**src/common/ibps_consts.vh**
```
// constants for the interleaved bank pair sequencer
`ifndef IBPS_CONSTS_VH
`define IBPS_CONSTS_VH
// transceiver style codes
`define IBPS_STYLE_MUX 2'h0
`define IBPS_STYLE_REG 2'h1
`define IBPS_STYLE_BIDIR 2'h2
// address fields
`define IBPS_BANK_BIT 2
`define IBPS_DW_LSB 3
// burst shape
`define IBPS_BURST_WORDS 3'h4
`define IBPS_DW_STEP 1'h1
// strobe gaps between written words
`define IBPS_GAP_NORMAL 2'h1
`define IBPS_GAP_REPEAT 2'h2
`endif

```
**src/logic/ibps_sequencer.v**
```verilog
// interleaved even/odd bank pair read and write sequencer
`timescale 1ns/1ps
`include "ibps_consts.vh"

module ibps_sequencer #(
  parameter AW = 26,
  parameter WAIT_W = 4
) (
  // clock and reset
  input wire REF_CLK,
  input wire ARST_N,
  // configuration
  input wire [1:0] XCVR_STYLE,
  input wire START_REPEAT,
  input wire [WAIT_W-1:0] FIRST_WAITS,
  input wire [WAIT_W-1:0] NEXT_WAITS,
  // request side
  input wire REQ_VALID,
  input wire REQ_WRITE,
  input wire REQ_BURST,
  input wire [AW-1:0] REQ_ADDR,
  input wire [3:0] REQ_BYTE_EN,
  input wire [31:0] REQ_WDATA,
  output reg REQ_READY,
  output reg [31:0] RD_DATA,
  output reg RD_VALID,
  output reg WR_TAKEN,
  output reg DONE,
  // memory side
  input wire [31:0] MEM_RDATA,
  output reg [AW-1:0] SYSTEM_ADDRESS_BUS,
  output reg [31:0] SYSTEM_DATA_OUT,
  output reg SYSTEM_DATA_OE,
  output reg BANK_CHIP_SELECT_EVEN,
  output reg BANK_CHIP_SELECT_ODD,
  output reg EVEN_BANK_READ_ENABLE,
  output reg ODD_BANK_READ_ENABLE,
  output reg [3:0] BYTE_WRITE_STROBES
);

  // --------------------------------------------------------------
  // states
  // --------------------------------------------------------------
  localparam [6:0] S_IDLE = 7'h01;
  localparam [6:0] S_START = 7'h02;
  localparam [6:0] S_WAIT = 7'h04;
  localparam [6:0] S_EVEN = 7'h08;
  localparam [6:0] S_ODD = 7'h10;
  localparam [6:0] S_WDATA = 7'h20;
  localparam [6:0] S_WGAP = 7'h40;

  reg [6:0] state;
  reg [6:0] next_state;
  reg is_write;
  reg is_burst;
  reg odd_single;
  reg [1:0] style;
  reg [2:0] words_left;
  reg [WAIT_W-1:0] wait_cnt;
  reg [1:0] gap_cnt;
  reg repeat_done;
  reg [3:0] byte_en;
  reg [AW-1:0] addr;
  reg dw_pending;

  wire style_bidir = (style == `IBPS_STYLE_BIDIR);
  wire style_mux = (style == `IBPS_STYLE_MUX);

  // --------------------------------------------------------------
  // next state
  // --------------------------------------------------------------
  always @* begin
    next_state = state;
    case (state)
      S_IDLE: begin
        if (REQ_VALID) begin
          next_state = S_START;
        end
      end
      S_START: begin
        // repeated start cycle gives slow parts more address setup
        if (START_REPEAT && !repeat_done) begin
          next_state = S_START;
        end else if (wait_cnt != {WAIT_W{1'b0}}) begin
          next_state = S_WAIT;
        end else if (is_write) begin
          next_state = S_WDATA;
        end else begin
          next_state = S_EVEN;
        end
      end
      S_WAIT: begin
        if (wait_cnt == {{(WAIT_W-1){1'b0}}, 1'b1}) begin
          next_state = is_write ? S_WDATA : S_EVEN;
        end
      end
      S_EVEN: begin
        // an even single ends on its own word, unlike word one of a burst
        if (!is_burst && !odd_single) begin
          next_state = S_IDLE;
        end else begin
          next_state = S_ODD;
        end
      end
      S_ODD: begin
        if (words_left == 3'h0) begin
          next_state = S_IDLE;
        end else if (NEXT_WAITS != {WAIT_W{1'b0}}) begin
          next_state = S_WAIT;
        end else begin
          next_state = S_EVEN;
        end
      end
      S_WDATA: begin
        next_state = (words_left == 3'h0) ? S_IDLE : S_WGAP;
      end
      S_WGAP: begin
        if (gap_cnt == 2'h1) begin
          next_state = S_WDATA;
        end
      end
      default: begin
        next_state = S_IDLE;
      end
    endcase
  end

  // --------------------------------------------------------------
  // bank read enables
  // --------------------------------------------------------------
  // the enables lead the sampling edge by a full cycle: the bank and its
  // transceiver need that cycle to put the word on the path before it is taken
  reg next_even_en;
  reg next_odd_en;

  always @* begin
    next_even_en = 1'b0;
    next_odd_en = 1'b0;
    if (next_state == S_EVEN) begin
      // one even enable shared by every even bank
      next_even_en = 1'b1;
      // odd bank kept off while the even word owns the path
      next_odd_en = 1'b0;
    end else if (next_state == S_ODD) begin
      // mux style: odd enable is path select and odd latch enable
      // one odd enable shared by every odd bank
      next_odd_en = 1'b1;
      // mux style holds even enable over both samples
      // other styles: plain per-bank memory read enables
      next_even_en = style_mux;
    end
  end

  // --------------------------------------------------------------
  // sequencing and outputs
  // --------------------------------------------------------------
  always @(posedge REF_CLK or negedge ARST_N) begin
    if (!ARST_N) begin
      state <= S_IDLE;
      is_write <= 1'b0;
      is_burst <= 1'b0;
      odd_single <= 1'b0;
      style <= `IBPS_STYLE_MUX;
      words_left <= 3'h0;
      wait_cnt <= {WAIT_W{1'b0}};
      gap_cnt <= 2'h0;
      repeat_done <= 1'b0;
      byte_en <= 4'h0;
      addr <= {AW{1'b0}};
      dw_pending <= 1'b0;
      REQ_READY <= 1'b0;
      RD_DATA <= 32'h0;
      RD_VALID <= 1'b0;
      WR_TAKEN <= 1'b0;
      DONE <= 1'b0;
      SYSTEM_ADDRESS_BUS <= {AW{1'b0}};
      SYSTEM_DATA_OUT <= 32'h0;
      SYSTEM_DATA_OE <= 1'b0;
      BANK_CHIP_SELECT_EVEN <= 1'b0;
      BANK_CHIP_SELECT_ODD <= 1'b0;
      EVEN_BANK_READ_ENABLE <= 1'b0;
      ODD_BANK_READ_ENABLE <= 1'b0;
      BYTE_WRITE_STROBES <= 4'h0;
    end else begin
      state <= next_state;
      RD_VALID <= 1'b0;
      WR_TAKEN <= 1'b0;
      DONE <= 1'b0;
      REQ_READY <= (next_state == S_IDLE);
      BYTE_WRITE_STROBES <= 4'h0;
      EVEN_BANK_READ_ENABLE <= next_even_en;
      ODD_BANK_READ_ENABLE <= next_odd_en;
      if (state == S_START) begin
        repeat_done <= 1'b1;
      end
      if (wait_cnt != {WAIT_W{1'b0}} && state == S_WAIT) begin
        wait_cnt <= wait_cnt - {{(WAIT_W-1){1'b0}}, 1'b1};
      end
      case (state)
        S_IDLE: begin
          if (REQ_VALID) begin
            is_write <= REQ_WRITE;
            is_burst <= REQ_BURST && !REQ_WRITE;
            style <= XCVR_STYLE;
            odd_single <= !REQ_BURST && REQ_ADDR[`IBPS_BANK_BIT];
            words_left <= REQ_BURST ? `IBPS_BURST_WORDS - 3'h1 : 3'h0;
            wait_cnt <= FIRST_WAITS;
            repeat_done <= 1'b0;
            byte_en <= REQ_BYTE_EN;
            addr <= REQ_ADDR;
            dw_pending <= 1'b0;
            REQ_READY <= 1'b0;
            SYSTEM_ADDRESS_BUS <= REQ_BURST ? {REQ_ADDR[AW-1:`IBPS_DW_LSB], 3'h0} : REQ_ADDR;
            // both banks of the pair start at once on reads
            BANK_CHIP_SELECT_EVEN <= REQ_WRITE ? !REQ_ADDR[`IBPS_BANK_BIT] : 1'b1;
            BANK_CHIP_SELECT_ODD <= REQ_WRITE ? REQ_ADDR[`IBPS_BANK_BIT] : 1'b1;
            if (REQ_WRITE) begin
              SYSTEM_DATA_OUT <= REQ_WDATA;
              SYSTEM_DATA_OE <= 1'b1;
            end
          end else begin
            BANK_CHIP_SELECT_EVEN <= 1'b0;
            BANK_CHIP_SELECT_ODD <= 1'b0;
            SYSTEM_DATA_OE <= 1'b0;
          end
        end
        S_EVEN: begin
          // even word sampled directly
          if (!odd_single) begin
            RD_DATA <= MEM_RDATA;
            RD_VALID <= 1'b1;
          end
          // an even single finishes here; the odd slot is never opened
          if (!is_burst && !odd_single) begin
            DONE <= 1'b1;
          end
          // word two is read from the latch except in bidir style: next doubleword goes out after word one
          // (after the first pair in bidir style), so the burst never runs past its block
          if (is_burst && words_left == `IBPS_BURST_WORDS - 3'h1) begin
            if (style_bidir) begin
              dw_pending <= 1'b1;
            end else begin
              SYSTEM_ADDRESS_BUS <= {addr[AW-1:`IBPS_DW_LSB] + `IBPS_DW_STEP, 3'h0};
              addr <= {addr[AW-1:`IBPS_DW_LSB] + `IBPS_DW_STEP, 3'h0};
            end
          end
          words_left <= (words_left == 3'h0) ? 3'h0 : words_left - 3'h1;
        end
        S_ODD: begin
          // odd word comes from the latch or the direct path
          if (is_burst || odd_single) begin
            RD_DATA <= MEM_RDATA;
            RD_VALID <= 1'b1;
          end
          if (dw_pending) begin
            SYSTEM_ADDRESS_BUS <= {addr[AW-1:`IBPS_DW_LSB] + `IBPS_DW_STEP, 3'h0};
            addr <= {addr[AW-1:`IBPS_DW_LSB] + `IBPS_DW_STEP, 3'h0};
            dw_pending <= 1'b0;
          end
          words_left <= (words_left == 3'h0) ? 3'h0 : words_left - 3'h1;
          wait_cnt <= NEXT_WAITS;
          if (words_left == 3'h0) begin
            DONE <= 1'b1;
          end
        end
        S_WDATA: begin
          // one strobe set shared by both banks
          BYTE_WRITE_STROBES <= byte_en;
          EVEN_BANK_READ_ENABLE <= style_bidir && !addr[`IBPS_BANK_BIT];
          ODD_BANK_READ_ENABLE <= style_bidir && addr[`IBPS_BANK_BIT];
          WR_TAKEN <= 1'b1;
          gap_cnt <= START_REPEAT ? `IBPS_GAP_REPEAT : `IBPS_GAP_NORMAL;
          if (words_left == 3'h0) begin
            DONE <= 1'b1;
          end
        end
        S_WGAP: begin
          // strobes low for the gap
          gap_cnt <= gap_cnt - 2'h1;
          EVEN_BANK_READ_ENABLE <= style_bidir && !addr[`IBPS_BANK_BIT];
          ODD_BANK_READ_ENABLE <= style_bidir && addr[`IBPS_BANK_BIT];
        end
        default: begin
        end
      endcase
    end
  end

endmodule

```
**config.mk**
```make
export PLATFORM = sky130hd
export DESIGN_NAME = ibps_sequencer
export DESIGN_NICKNAME = d
export VERILOG_FILES = /design/src/logic/ibps_sequencer.v
export VERILOG_INCLUDE_DIRS = /design/src /design/src/common
export SDC_FILE = /design/constraint.sdc
export NUM_CORES = 1
export LEC_CHECK = 0
export ABC_AREA = 1
export BUFFER_PORTS_ARGS = -buffer_cell sky130_fd_sc_hd__buf_2
export CORE_ASPECT_RATIO = 0.75
export CORE_UTILIZATION = 40
export CTS_CLUSTER_DIAMETER = 80
export DETAILED_ROUTE_END_ITERATION = 8
export GPL_TIMING_DRIVEN = 1
export HOLD_SLACK_MARGIN = 0.08
export PLACE_DENSITY = 0.7
export SETUP_SLACK_MARGIN = 0.3
export SLEW_MARGIN = 20
export SYNTH_ARGS = -nofsm -noshare
export SYNTH_HDL_FRONTEND = slang
export SYNTH_SLANG_ARGS = --single-unit
```
**constraint.sdc**
```tcl
create_clock -name REF_CLK -period 2.1 [get_ports REF_CLK]
set_clock_uncertainty 0.15 [all_clocks]
set_input_delay 0.42 -clock REF_CLK [delete_from_list [all_inputs] [get_ports REF_CLK]]
set_output_delay 0.42 -clock REF_CLK [all_outputs]
set_load 0.01 [all_outputs]
```
-- Word level (Yosys, flattened, before mapping)
Cells that the tools add are included.
W data, S select, Z words.
- bits in registers: 156
- $add $sub $neg: 4
- equal/unequal tests: 22
- mux-type cells: 60
- reduce and logical (&&, ||, !) cells: 34
- operator list (cell ; count):
    $pmux W26 S3 ; 2
    $mux W26 ; 5
    $mux W32 ; 2
    $pmux W32 S2 ; 1
    $pmux W7 S7 ; 1
    $mux W7 ; 4
    $mux W1 ; 25
    $add A23 B1 Y23 const B ; 1
    $mux W4 ; 5
    $mux W6 ; 3
    $eq A7 B1 Y1 const B ; 2
    $eq A7 B4 Y1 const B ; 2
    $eq A7 B5 Y1 const B ; 2
    $ne A2 B2 Y1 const B ; 7
    $mux W3 ; 3
    $logic_and A1 B1 Y1 ; 8
    $pmux W4 S2 ; 1
    $reduce_bool A4 Y1 ; 2
    $eq A7 B2 Y1 const B ; 1
    $eq A7 B3 Y1 const B ; 1
    $eq A7 B6 Y1 const B ; 1
    $eq A7 B7 Y1 const B ; 1
    $logic_not A1 Y1 ; 7
    $pmux W3 S2 ; 1
    other kinds (23) ; 32

-- Logic depth before layout (Yosys ltp)
- word-level depth: 8
- mapped depth: 11
- mapped depth without buffers: 11

-- Worst setup path before layout
No wires, ideal clock.
- path kind: reg2reg
- start point: reg, netlist name SYSTEM_ADDRESS_BUS[3]
- end point: reg SYSTEM_ADDRESS_BUS[19]
- setup time: 0.116 ns
- arrival time: 1.417 ns
- data required time: 1.834 ns
- path slack: 0.416 ns
- stages on the path, launching flop included: 11
- buffers on the path: 0
- clock period less this slack: 1.684 ns
- cells stage by stage: dfrtp_1 -> ha_1 -> nand2_1 -> nor2_1 -> nand2_1 -> o21ai_0 -> nand2_1 -> nand2_1 -> nand2_1 -> nand2_1 -> nand2_1
- RTL lines (element ; line ; text):
    to (signal assigned) ; ibps_sequencer.v:176 ; SYSTEM_ADDRESS_BUS <= {AW{1'b0}};
    to (signal assigned) ; ibps_sequencer.v:213 ; SYSTEM_ADDRESS_BUS <= REQ_BURST ? {REQ_ADDR[AW-1:`IBPS_DW_LSB], 3'h0} : REQ_ADDR;
    to (signal assigned) ; ibps_sequencer.v:243 ; SYSTEM_ADDRESS_BUS <= {addr[AW-1:`IBPS_DW_LSB] + `IBPS_DW_STEP, 3'h0};
    to (decl) ; ibps_sequencer.v:31 ; output reg [AW-1:0] SYSTEM_ADDRESS_BUS,

-- Final worst setup path
- start point: reg state[2]
- end point: reg SYSTEM_ADDRESS_BUS[6]
- longest elaborated chain between the ends: 3
- RTL lines (element ; line ; text):
    from (decl) ; ibps_sequencer.v:52 ; reg [6:0] state;
    from (signal assigned) ; ibps_sequencer.v:185 ; state <= next_state;
    $eq A7 B4 Y1, or another cell as far along ; ibps_sequencer.v:199 ; case (state)
    $ne A2 B2 Y1 (no line) / $reduce_bool A3 Y1 (equally long branches) ; -- ;
    $reduce_and A5 Y1 (no line) ; -- ;
    to (signal assigned) ; ibps_sequencer.v:213 ;
    to (signal assigned) ; ibps_sequencer.v:243 ;
    to (signal assigned) ; ibps_sequencer.v:256 ; SYSTEM_ADDRESS_BUS <= {addr[AW-1:`IBPS_DW_LSB] + `IBPS_DW_STEP, 3'h0};
Several ways; a longest one is shown, not always the timed one.
A chain may end at the register's enable or synchronous reset.

==> flow_summary.yaml <==
timing:
  rsz0062_at_grt: "true"
  hold_viol_final: 0
  tightest_slew_ns: 0.4759
  final-max-slew-violation-count: 0
  fmax_mhz: 526.8
  period_share_pct: 90.39
  fin_setup_tns_ns: 0
  timing.slew.headroom_pct: 68.27
  period_needed_ns: 1.898
  setup_viol: 0
final_layout:
  fin_util_pct: 62.39
  final_layout_size_suffix_gt1_share_pct: 34.58
  fill_cells: 1288
  final_nets: 1276
  area_growth_pct: 51.24
synth:
  synth_seq_cells: 131
  synth-seq-area-share_pct: 49.17
  synth_nets: 966
  synth.most_common_cell: "nand2_1"
  ys.flop_type: "dfrtp_1"
  synth-edff-count: 0
  synth_top_area_cell: "dfrtp_1"
  syn_area_per_cell_sq_um: 7.837
  synthArstFlopShare_pct: 100.0
  synth_top_cells_by_count: "297 x nand2_1, 130 x dfrtp_1, 94 x inv_1"
  ys_types: 37
  syn_area_sq_um: 6669
  ys_warn_count: 0
  ys_top_cells_by_area: "dfrtp_1 49%, nand2_1 17%, nand3_1 5.8%"
  synth_top_area_share_pct: 48.78
  synth_cells: 851
clock_tree:
  clk_pin_slew_ns: 0.06
  cts_tree: "yes"
  numClockSinks: 131
  insertion_delay_ns: 0.43
  cts_buffer_depth: 2
  cts_made_buffers: 17
  root_buffer: "clkbuf_16"
  htreeDepth: 4
floorplan:
  initial_utilization_pct: 41.25
  core_sq_um: 16170
  die_x_um: 151.1
  fp-row-count: 40
  ios: 213
  die_area_sq_um: 17200
  dieHeight_um: 113.8
critical_path:
  crit_fanout: 6
  cp.arrival_ns: 2.06
  critical_path_required_ns: 2.26
  cp-end-kind: "register"
  critical_path_class: "register to register"
  start_kind: "register"
  rrSetupSlack_ns: 0.20
detailed_routing:
  dr.pass1.iters: 6
  num_vias: 6846
  routed_wl_mm: 22.14
  vias_per_cell: 4.943
  ant_nets: 0
  drtIter0Drc: 393
  route.detailed.drc: 0
  wl_per_cell_um: 15.98
power:
  power_mw: 11.93
  power_density_nw_per_um2: 1183
  p_leak_nw: 5.252
  vdd_ir_drop_max_uv: 667.0
min_path:
  hold_class: "primary input to register"
global_routing:
  grt_antenna_before_repair: 2
  grt_max_degree: 48
  grt_use_total_pct: 25.44
  grt_pass1_vias: 6669
  grt_pass1_wl_mm: 33.48
  grt_remaining_overflow: 0
outcome:
  status: "completed"
run:
  max-cap-violations: 0
placement:
  dp_hpwl_mm: 12.39
  portBuffers: 212
  gp_congestion: 0.8729
==> layer usage <==
layer	up-vias	share of wire, %	global-route usage (%)
li1	3286	-	-
met1	3253	43	32.34
met2	251	48	41.83
met3	54	6.6	6.520
met4	2	2.3	9.200
met5	-	0.059	0
==> cell type report <==
| cell class | instances | area [sq um] | share of cell area, % |
|---|---|---|---|
| Antenna cell | 1 | 2.502 | 0.02481 |
| Clock buffer | 19 | 442.9 | 4.392 |
| Clock inverter | 13 | 123.9 | 1.228 |
| Inverter | 96 | 374.1 | 3.709 |
| Multi-Input combinational cell | 578 | 3095 | 30.69 |
| Sequential cell | 131 | 3281 | 32.53 |
| Tap cell | 210 | 262.8 | 2.605 |
| Timing Repair Buffer | 337 | 2504 | 24.82 |
==> what timing repair did <==
item	CTS	global route
cloned	9	6
pin swaps	18	23
setup buffers	21	11
resized for setup	40	116
endpoints found under the hold margin	111	0
hold buffers	70	0
setup endpoints to repair	96	118
==> per-stage QoR <==
step | instances | cell area (sq um) | hold WS [ns] | worst slack (ns)
final | 1385 | 10090 | 0.08453 | 0.2019
after floorplan | 851 | 6669 | -0.02559 | 0.4163
after global placement | 1235 | 7791 | 0.2462 | 0.1907
after global routing | 1384 | 10080 | 0.09675 | 0.1179
after CTS | 1367 | 9543 | 0.08093 | 0.2338
after detailed placement | 1235 | 7791 | 0.2461 | 0.1406
==> cell families after synthesis <==
| group | synth area share, % |
|---|---|
| AO/OA/AOI/OAI | 7.242 |
| XOR/XNOR | 0.9193 |
| AND/OR/NAND/NOR | 30.77 |
| adder cells (fa/ha/maj) | 0.9381 |
| flip-flops | 49.17 |
| buffers and inverters | 10.96 |
==> registers in the layout (all words and copies together) (netlist names), 2 cells and up <==
name	cells
RD_DATA	32
style	2
SYSTEM_ADDRESS_BUS	26
wait_cnt	4
byte_en	4
state	7
gap_cnt	2
words_left	3
SYSTEM_DATA_OUT	32
BYTE_WRITE_STROBES	4
==> layout by cell type (no fill, tap or decap), types with 2 or more instances in the layout <==
cell / instances
o21ai_2: 24
nand2_1: 263
xor2_1: 3
a21oi_1: 5
clkinv_2: 2
clkbuf_16: 23
o211ai_1: 3
buf_4: 26
o21ai_0: 33
inv_6: 5
buf_16: 3
buf_6: 11
nand3b_1: 8
nor2_4: 13
buf_2: 211
nor2_1: 51
nor3_1: 3
nor2_8: 2
buf_12: 9
or2_2: 2
xnor2_1: 4
inv_4: 2
nand2_2: 25
nand3_1: 76
nor2_2: 9
clkinv_4: 3
o21ai_1: 11
nand3_4: 6
nand2_8: 2
nand4_1: 5
ha_1: 5
nand2_4: 15
clkinvlp_4: 4
inv_1: 91
dfrtp_1: 129
o21a_1: 2
dlygate4sd3_1: 70
==> power by group <==
| group | internal [mW] | switching, mW |
|---|---|---|
| Combinational | 1.94 | 2.87 |
| Clock | 1.67 | 1.21 |
| Sequential | 3.47 | 0.776 |
| Total | 7.08 | 4.86 |
==> worst paths after layout <==
path	to	cells after the start	startpoint
worst max register to register	SYSTEM_ADDRESS_BUS[6]$_DFFE_PN0P_	10	state[2]$_DFF_PN0_
worst min-delay path	SYSTEM_DATA_OUT[2]$_DFFE_PN0P_	3	REQ_WDATA[2]
worst min register to register	SYSTEM_DATA_OUT[22]$_DFFE_PN0P_	2	SYSTEM_DATA_OUT[22]$_DFFE_PN0P_
max in group asynchronous	state[0]$_DFF_PN1_	3	ARST_N
worst max-delay path	SYSTEM_ADDRESS_BUS[6]$_DFFE_PN0P_	10	state[2]$_DFF_PN0_
min in group asynchronous	SYSTEM_ADDRESS_BUS[12]$_DFFE_PN0P_	2	ARST_N
==> critical path, stage by stage, from the launching register on <==
cell	delay, ns
dfrtp_1	0.42
nor2_4	0.16
buf_6	0.13
inv_4	0.03
nor2_4	0.15
nand3_4	0.14
nand2_8	0.16
nand2_8	0.09
nor2_4	0.13
buf_6	0.15
o21ai_2	0.05
(Power assumes the default switching activity.)
